==> config.mk <==
export PLATFORM = sky130hd
export DESIGN_NAME = synth_fraction_mode_config
export DESIGN_NICKNAME = d
export VERILOG_FILES = /design/src/synth_cfg_pkg.sv /design/src/pin_level_sync.sv /design/src/synth_fraction_mode_config.sv
export SDC_FILE = /design/constraint.sdc
export NUM_CORES = 1
export LEC_CHECK = 0
export BUFFER_PORTS_ARGS = -buffer_cell sky130_fd_sc_hd__buf_2
export CAP_MARGIN = 30
export CELL_PAD_IN_SITES_DETAIL_PLACEMENT = 2
export CELL_PAD_IN_SITES_GLOBAL_PLACEMENT = 2
export CORE_MARGIN = 5
export CORE_UTILIZATION = 38
export CTS_CLUSTER_DIAMETER = 150
export DETAILED_ROUTE_END_ITERATION = 10
export PLACE_DENSITY_LB_ADDON = 0.1
export SYNTH_ARGS = -nofsm -noshare
export SYNTH_HDL_FRONTEND = slang
export SYNTH_SLANG_ARGS = --single-unit
==> constraint.sdc <==
create_clock -name core_clk -period 3 [get_ports core_clk]
set_clock_uncertainty 0.15 [all_clocks]
set_input_delay 0.45 -clock core_clk [delete_from_list [all_inputs] [get_ports core_clk]]
set_output_delay 0.45 -clock core_clk [all_outputs]
set_load 0.005 [all_outputs]
==> src/synth_cfg_pkg.sv <==
// Shared constants for the synthesizer configuration block: word layout,
// field positions, reset words and decoded mode encodings.
// Assumes a single core clock and a plain register port of 24-bit words.
//
// Notes on behaviour
// - Aux prescaler: bit 0 gives 8/9, 1 gives 16/17
// - Main pump polarity: 0 negative, 1 positive default
// - Aux pump polarity: 1 positive, 0 negative
// - Reference output driven only when buffer enabled
// - Doubler off: both counters see plain reference
// - Doubler on: main counter alone sees double
// - Order field: 0 fourth, 2 second, 3 third
// - Order value 1 switches the modulator off
// - Spread field: off, weak, strong, 3 reserved
// - Auto power-up clears both sleeps on frequency write
// - Low chip enable suppresses auto power-up
// - Narrow mode: numerator uses low 12 bits only
// - Wide mode: numerator is upper over lower bits
// - Narrow mode: denominator upper bits are ignored
// - Wide mode: denominator spans all 22 bits
// - Wide enable bit decides extension register programmability
package synth_cfg_pkg;

  localparam int WORD_W = 24;
  localparam int ADDR_W = 3;
  localparam int FRAC_W = 22;
  localparam int FRAC_LO_W = 12;
  localparam int FRAC_HI_W = 10;

  // Word indices on the register port.
  localparam logic [ADDR_W-1:0] IDX_FREQ = 3'h0;
  localparam logic [ADDR_W-1:0] IDX_SLEEP = 3'h1;
  localparam logic [ADDR_W-1:0] IDX_DENOM = 3'h2;
  localparam logic [ADDR_W-1:0] IDX_ACCESS = 3'h3;
  localparam logic [ADDR_W-1:0] IDX_MODE = 3'h4;
  localparam logic [ADDR_W-1:0] IDX_FRAC_EXT = 3'h5;

  // Field positions.
  localparam int FREQ_NUM_LSB = 4;
  localparam int DENOM_LSB = 4;
  localparam int SLEEP_MAIN_BIT = 22;
  localparam int SLEEP_AUX_BIT = 21;
  localparam int ACCESS_WIDE_BIT = 21;
  localparam int MODE_AUTO_WAKE_BIT = 23;
  localparam int MODE_SPREAD_LSB = 16;
  localparam int MODE_FM_LSB = 14;
  localparam int MODE_DBL_BIT = 12;
  localparam int MODE_OUTEN_BIT = 11;
  localparam int MODE_AUXPOL_BIT = 10;
  localparam int MODE_MAINPOL_BIT = 9;
  localparam int MODE_PRESC_BIT = 8;
  localparam int EXT_DEN_LSB = 14;
  localparam int EXT_NUM_LSB = 4;

  // Reset words.
  localparam logic [WORD_W-1:0] RST_ZERO = 24'h000000;
  localparam logic [WORD_W-1:0] RST_SLEEP = 24'h600000;
  localparam logic [WORD_W-1:0] RST_MODE = 24'h22C709;
  localparam logic [WORD_W-1:0] RST_FRAC_EXT = 24'h00000B;
  localparam logic [WORD_W-1:0] RST_WORD6 = 24'h00000D;
  localparam logic [WORD_W-1:0] RST_WORD7 = 24'h00090F;

  // Modulator order field values and decoded orders.
  localparam logic [1:0] FM_FOURTH = 2'h0;
  localparam logic [1:0] FM_OFF = 2'h1;
  localparam logic [1:0] FM_SECOND = 2'h2;
  localparam logic [1:0] FM_THIRD = 2'h3;
  localparam logic [2:0] ORDER_NONE = 3'h0;
  localparam logic [2:0] ORDER_2 = 3'h2;
  localparam logic [2:0] ORDER_3 = 3'h3;
  localparam logic [2:0] ORDER_4 = 3'h4;

  // Spur spreading values.
  localparam logic [1:0] SPREAD_OFF = 2'h0;
  localparam logic [1:0] SPREAD_WEAK = 2'h1;
  localparam logic [1:0] SPREAD_STRONG = 2'h2;
  localparam logic [1:0] SPREAD_RSVD = 2'h3;

  // Prescaler base moduli.
  localparam logic [4:0] PRESC_8 = 5'h08;
  localparam logic [4:0] PRESC_16 = 5'h10;

  localparam logic [FRAC_HI_W-1:0] HI_ZERO = 10'h000;

endpackage

==> src/pin_level_sync.sv <==
// Three-stage synchroniser for a level arriving from a pin.
// Assumes the pin is asynchronous to core_clk; the filtered level moves
// only when the second and third stages agree.
`timescale 1ns/1ps
`default_nettype none
module pin_level_sync (
  // Clock and reset
  input wire logic core_clk,
  input wire logic sys_rst,
  // Pin side
  input wire logic pin,
  // Core side
  output logic level,
  output logic rise,
  output logic fall
);

  logic meta;
  logic stage2;
  logic stage3;
  logic agree;

  // The first stage feeds only the second; nothing else looks at it.
  always_ff @(posedge core_clk) begin
    if (sys_rst) begin
      meta <= 1'b0;
      stage2 <= 1'b0;
      stage3 <= 1'b0;
      level <= 1'b0;
    end else begin
      meta <= pin;
      stage2 <= meta;
      stage3 <= stage2;
      if (agree) begin
        level <= stage3;
      end
    end
  end

  assign agree = (stage2 == stage3);
  assign rise = agree && stage3 && !level;
  assign fall = agree && !stage3 && level;

endmodule
`default_nettype wire

==> src/synth_fraction_mode_config.sv <==
// Configuration words of a dual fractional-N / integer-N synthesizer and
// the decode of mode, polarity, reference routing and fraction width.
// Assumes a host that writes whole 24-bit words over a one-cycle strobe
// port and reference and chip-enable pins that are asynchronous.
`timescale 1ns/1ps
`default_nettype none
module synth_fraction_mode_config
  import synth_cfg_pkg::*;
#(
  parameter int ADDR_WIDTH = ADDR_W
) (
  // Clock and reset
  input wire logic core_clk,
  input wire logic sys_rst,
  // Register port
  input wire logic [ADDR_WIDTH-1:0] reg_addr,
  input wire logic [WORD_W-1:0] reg_wdata,
  input wire logic reg_write,
  input wire logic reg_read,
  output logic [WORD_W-1:0] reg_rdata,
  // Pins
  input wire logic chip_enable_pin,
  input wire logic ref_input_pin,
  output logic ref_output_pin_out,
  output logic ref_output_pin_oe,
  // Reference ticks to the counters
  output logic main_ref_tick,
  output logic aux_ref_tick,
  // Loop settings
  output logic [4:0] aux_prescaler_base,
  output logic main_pump_positive,
  output logic aux_pump_positive,
  output logic main_loop_sleep,
  output logic aux_loop_sleep,
  // Modulator settings
  output logic modulator_enable,
  output logic [2:0] modulator_order,
  output logic [1:0] spur_spread_mode,
  output logic wide_fraction,
  output logic [FRAC_W-1:0] frac_numerator,
  output logic [FRAC_W-1:0] frac_denominator
);

  logic [WORD_W-1:0] cfg_word [0:7];
  logic [WORD_W-1:0] next_word [0:7];
  logic [WORD_W-1:0] next_rdata;
  logic chip_enable;
  logic ref_level;
  logic ref_rise;
  logic ref_fall;
  logic auto_wake;
  logic ext_programmable;
  logic write_ext;
  logic write_access;
  logic write_freq;
  logic next_wide;
  logic [1:0] fm_field;
  logic [1:0] spread_field;
  logic [FRAC_LO_W-1:0] num_lo;
  logic [FRAC_LO_W-1:0] den_lo;
  logic [FRAC_HI_W-1:0] num_hi;
  logic [FRAC_HI_W-1:0] den_hi;
  logic [2:0] next_order;
  logic [1:0] next_spread;
  logic [4:0] next_presc;
  logic [FRAC_W-1:0] next_num;
  logic [FRAC_W-1:0] next_den;

  // Joins the two halves of a fraction; the upper half counts only in
  // wide mode, so stale upper bits never leak into a 12-bit setting.
  function automatic logic [FRAC_W-1:0] join_fraction(
    input logic wide,
    input logic [FRAC_HI_W-1:0] hi,
    input logic [FRAC_LO_W-1:0] lo
  );
    join_fraction = {(wide ? hi : HI_ZERO), lo};
  endfunction

  function automatic logic [WORD_W-1:0] reset_word(input int idx);
    case (idx)
      1: reset_word = RST_SLEEP;
      4: reset_word = RST_MODE;
      5: reset_word = RST_FRAC_EXT;
      6: reset_word = RST_WORD6;
      7: reset_word = RST_WORD7;
      default: reset_word = RST_ZERO;
    endcase
  endfunction

  pin_level_sync ce_sync (
    .core_clk(core_clk),
    .sys_rst(sys_rst),
    .pin(chip_enable_pin),
    .level(chip_enable),
    .rise(),
    .fall()
  );

  pin_level_sync ref_sync (
    .core_clk(core_clk),
    .sys_rst(sys_rst),
    .pin(ref_input_pin),
    .level(ref_level),
    .rise(ref_rise),
    .fall(ref_fall)
  );

  // Address decode.
  assign write_freq = reg_write && (reg_addr == IDX_FREQ);
  assign write_access = reg_write && (reg_addr == IDX_ACCESS);
  assign write_ext = reg_write && (reg_addr == IDX_FRAC_EXT);
  assign next_wide = write_access ? reg_wdata[ACCESS_WIDE_BIT]
                                  : cfg_word[IDX_ACCESS][ACCESS_WIDE_BIT];
  assign ext_programmable = cfg_word[IDX_ACCESS][ACCESS_WIDE_BIT];
  assign auto_wake = write_freq && cfg_word[IDX_MODE][MODE_AUTO_WAKE_BIT]
                     && chip_enable;

  // Next value of each word. The extension word is forced to its default
  // while wide mode is off, and falls back to it when wide mode is dropped.
  always_comb begin
    for (int i = 0; i < 8; i++) begin
      next_word[i] = cfg_word[i];
      if (reg_write && (reg_addr == i[ADDR_WIDTH-1:0])) begin
        next_word[i] = reg_wdata;
      end
    end
    if (!next_wide || (write_ext && !ext_programmable)) begin
      next_word[IDX_FRAC_EXT] = RST_FRAC_EXT;
    end
    if (auto_wake) begin
      next_word[IDX_SLEEP][SLEEP_MAIN_BIT] = 1'b0;
      next_word[IDX_SLEEP][SLEEP_AUX_BIT] = 1'b0;
    end
  end

  always_ff @(posedge core_clk) begin
    for (int i = 0; i < 8; i++) begin
      if (sys_rst) begin
        cfg_word[i] <= reset_word(i);
      end else begin
        cfg_word[i] <= next_word[i];
      end
    end
  end

  // Read data stand for exactly one cycle after the strobe.
  assign next_rdata = reg_read ? cfg_word[reg_addr] : RST_ZERO;

  always_ff @(posedge core_clk) begin
    if (sys_rst) begin
      reg_rdata <= RST_ZERO;
    end else begin
      reg_rdata <= next_rdata;
    end
  end

  // Field extraction from the stored words.
  assign fm_field = cfg_word[IDX_MODE][MODE_FM_LSB +: 2];
  assign spread_field = cfg_word[IDX_MODE][MODE_SPREAD_LSB +: 2];
  assign num_lo = cfg_word[IDX_FREQ][FREQ_NUM_LSB +: FRAC_LO_W];
  assign den_lo = cfg_word[IDX_DENOM][DENOM_LSB +: FRAC_LO_W];
  assign num_hi = cfg_word[IDX_FRAC_EXT][EXT_NUM_LSB +: FRAC_HI_W];
  assign den_hi = cfg_word[IDX_FRAC_EXT][EXT_DEN_LSB +: FRAC_HI_W];

  assign next_order = (fm_field == FM_FOURTH) ? ORDER_4 :
                      (fm_field == FM_SECOND) ? ORDER_2 :
                      (fm_field == FM_THIRD) ? ORDER_3 : ORDER_NONE;
  // The reserved spreading code is treated as off rather than guessed at.
  assign next_spread = (spread_field == SPREAD_RSVD) ? SPREAD_OFF : spread_field;
  assign next_presc = cfg_word[IDX_MODE][MODE_PRESC_BIT] ? PRESC_16 : PRESC_8;
  assign next_num = join_fraction(ext_programmable, num_hi, num_lo);
  assign next_den = join_fraction(ext_programmable, den_hi, den_lo);

  // Decoded settings are registered, one cycle behind the stored word.
  always_ff @(posedge core_clk) begin
    if (sys_rst) begin
      aux_prescaler_base <= PRESC_16;
      main_pump_positive <= 1'b1;
      aux_pump_positive <= 1'b1;
      main_loop_sleep <= 1'b1;
      aux_loop_sleep <= 1'b1;
      modulator_enable <= 1'b1;
      modulator_order <= ORDER_3;
      spur_spread_mode <= SPREAD_STRONG;
      wide_fraction <= 1'b0;
      frac_numerator <= '0;
      frac_denominator <= '0;
    end else begin
      aux_prescaler_base <= next_presc;
      main_pump_positive <= cfg_word[IDX_MODE][MODE_MAINPOL_BIT];
      aux_pump_positive <= cfg_word[IDX_MODE][MODE_AUXPOL_BIT];
      main_loop_sleep <= cfg_word[IDX_SLEEP][SLEEP_MAIN_BIT];
      aux_loop_sleep <= cfg_word[IDX_SLEEP][SLEEP_AUX_BIT];
      modulator_enable <= (fm_field != FM_OFF);
      modulator_order <= next_order;
      spur_spread_mode <= next_spread;
      wide_fraction <= ext_programmable;
      frac_numerator <= next_num;
      frac_denominator <= next_den;
    end
  end

  // Reference routing. The doubled rate is made from both edges of the
  // synchronised reference, so it is only as clean as the sampling allows.
  always_ff @(posedge core_clk) begin
    if (sys_rst) begin
      main_ref_tick <= 1'b0;
      aux_ref_tick <= 1'b0;
      ref_output_pin_out <= 1'b0;
      ref_output_pin_oe <= 1'b0;
    end else begin
      main_ref_tick <= ref_rise
                       || (ref_fall && cfg_word[IDX_MODE][MODE_DBL_BIT]);
      aux_ref_tick <= ref_rise;
      ref_output_pin_out <= ref_level && cfg_word[IDX_MODE][MODE_OUTEN_BIT];
      ref_output_pin_oe <= cfg_word[IDX_MODE][MODE_OUTEN_BIT];
    end
  end
endmodule
`default_nettype wire

==> impl_metrics.ini <==
[outcome]
status = complete, no violations

[finish]
ff_latch_area_sq_um = 6186
mostFrequentLayoutCells = nand2_1, dfxtp_1, a21oi_1
fin_nets = 1219
final_cell_area_sq_um = 13210
layout.cells.non_filler = 1594
fillers = 3035
area_delta_synth_final_pct = 19.01
multi_input_area_sq_um = 4489
drive_gt1_frac = 0.2061

[critical_path]
r2r_start = cfg_word[3][21]
path_class = primary input to flip-flop
startpoint = reg_addr[2]
worstPathRequired_ps = 3190
cp-end-kind = flip-flop
worst-path-max-fanout = 25
r2r-end = cfg_word[3][21]
reg2regPathDepth = 3
start_kind = primary input
critical_path_arrival_ps = 2160
r2r_slack_ps = 1290

[drt]
ant_nets = 0
first_iter_violations = 461
drcViolationCount = 0
dr.pass1.iters = 5
vias_per_cell = 5.360
routed_wl_mm = 36.51
wl_per_cell_um = 22.90
via_count = 8544

[placed_design]
dp_slack_ps = 495.1
io_buffers = 117
placed_area_sq_um = 12100
dp.final_hpwl_mm = 24.21
place_congestion = 0.7686
dpl.cell_count = 1531

[synthesis]
synth_cells = 1085
ys_seq_elements = 285
yosysWarnings = 0
ys.flop_type = dfxtp_1
syn_avg_cell_area_sq_um = 10.23
async_flop_share = 0
ys_types = 45
synth-edff-count = 48
yosysSeqAreaShare = 0.5572
synth_area_sq_um = 11100

[sta]
tightest_slew_ps = 914.0
hold_violations = 0
finalCritPeriodShare = 0.6569
maxSlewHeadroom = 0.3906
worst_slack_ps = 1029
period_needed_ps = 1971
fin_tns_setup_ps = 0
rsz0062_at_grt = no
whs_ps = 19.53
setup_viol = 0
fmax_mhz = 507.4
slew_viol_final = 0

[global_routing]
grt_start_max_net_pins = 110
grt_util_all_layers = 0.2189
antenna_found_initial = 1
grt_pass1_wl_mm = 56.42
grt_pass1_vias = 9331
grt-ovfl-total = 0

[power]
p_leak_uw = 0.005272
cellPowerDensity_nw_per_um2 = 654.0
ir_worst_vdd_mv = 0.3314

[floorplan]
num_rows = 62
die_w_um = 180.9
coreArea_sq_um = 28780
die-area_sq_um = 32730
ioPinCount = 121
chipHeight_um = 180.9
initial_utilization = 0.3857

[min_path]
worst_hold_path.num_cells = 2
min_to = ref_sync.meta
hold_path.startpoint = ref_input_pin
hold_path_class = primary input to flip-flop

[cts]
htree_levels = 2
cts_root_buf = clkbuf_16
path_clk_slew_ps = 60
insertion_delay_ps = 510
clock_sinks = 285
cts_buffers = 34
cts_buffer_depth = 3
cts_tree = built

[flow_run]
drv_cap = 0
## state kept, by name, summed over array words and instances (netlist names), 2 cells and up
signal              cells
cfg_word              192
reg_rdata              24
frac_denominator       22
frac_numerator         22
modulator_order         3
aux_prescaler_base      2
spur_spread_mode        2
## cell type report
cell class,instances,area share
sequential,285,0.4682
multi-input combinational,702,0.3398
clock buffer,54,0.07869
timing repair buffer,155,0.07055
tap,384,0.03636
clock inverter,6,0.004356
inverter,6,0.001705
antenna,2,0.0003788
## logic make-up after synthesis
family | synth area share
buffers and inverters | 0.04271
muxes | 0.09196
and+or+nand+nor | 0.2006
DFF | 0.5572
adders and majority gates | 0.002254
AOI/OAI and AO/OA | 0.1049
other | 0.0003378
## where the power goes
group	switching, uW	internal (uW)
sequential	53.8	4000
combinational	341	182
clock	1610	2460
total	2000	6640
## critical path, cell delays in order
cell and delay, ps:
buf_2 480, nand4b_4 290, a21o_1 740, nor2_1 170
## metal layers
metal,GRT usage,wire length [um],up-vias
li1,-,-,3920
met1,0.3095,17050,4401
met2,0.3625,17150,191
met3,0.03358,1890,32
met4,0.03721,418,0
met5,0,0,-
## synthesized netlist by cell type (all sizes together), types with 4 or more instances
cell type  number  area share
mux2i          48       0.043
nand3b         18       0.012
nand2b          8      0.0045
nor3           23       0.011
o2bb2ai        24       0.019
or3b           17       0.013
nand2         237       0.080
edfxtp         48        0.13
mux4           24       0.049
nand3           4      0.0018
inv             6      0.0020
or2             5      0.0028
nor2b          31       0.017
a21oi         137       0.062
nor2            8      0.0029
and2           60       0.034
or3             6      0.0034
clkbuf         44       0.015
o22a           24       0.019
buf            50       0.026
dfxtp         237        0.43
## timing repair
| action | 4_1_cts | 5_1_grt |
|---|---|---|
| resized for setup | 0 | 0 |
| endpoints found under the hold margin | 1 | 0 |
| buffers inserted | 0 | 0 |
| hold buffers | 1 | 0 |
## metrics by stage
stage	power (uW)	utilization
2_1_floorplan	4407	-
3_3_place_gp	4636	0.4202
3_5_place_dp	4654	0.4204
4_1_cts	8741	0.4589
5_1_grt	8951	0.4589
6_report	8641	0.4591
## how the worst max path moves through the flow
stage / to / depth (start not counted)
after floorplan: cfg_word[6][0] / 3
after global routing: cfg_word[5][21] / 6
after detailed placement: cfg_word[5][13] / 4
after CTS: cfg_word[3][21] / 4
final: cfg_word[3][21] / 4
after global placement: cfg_word[5][22] / 4
(Power assumes the default switching activity.)
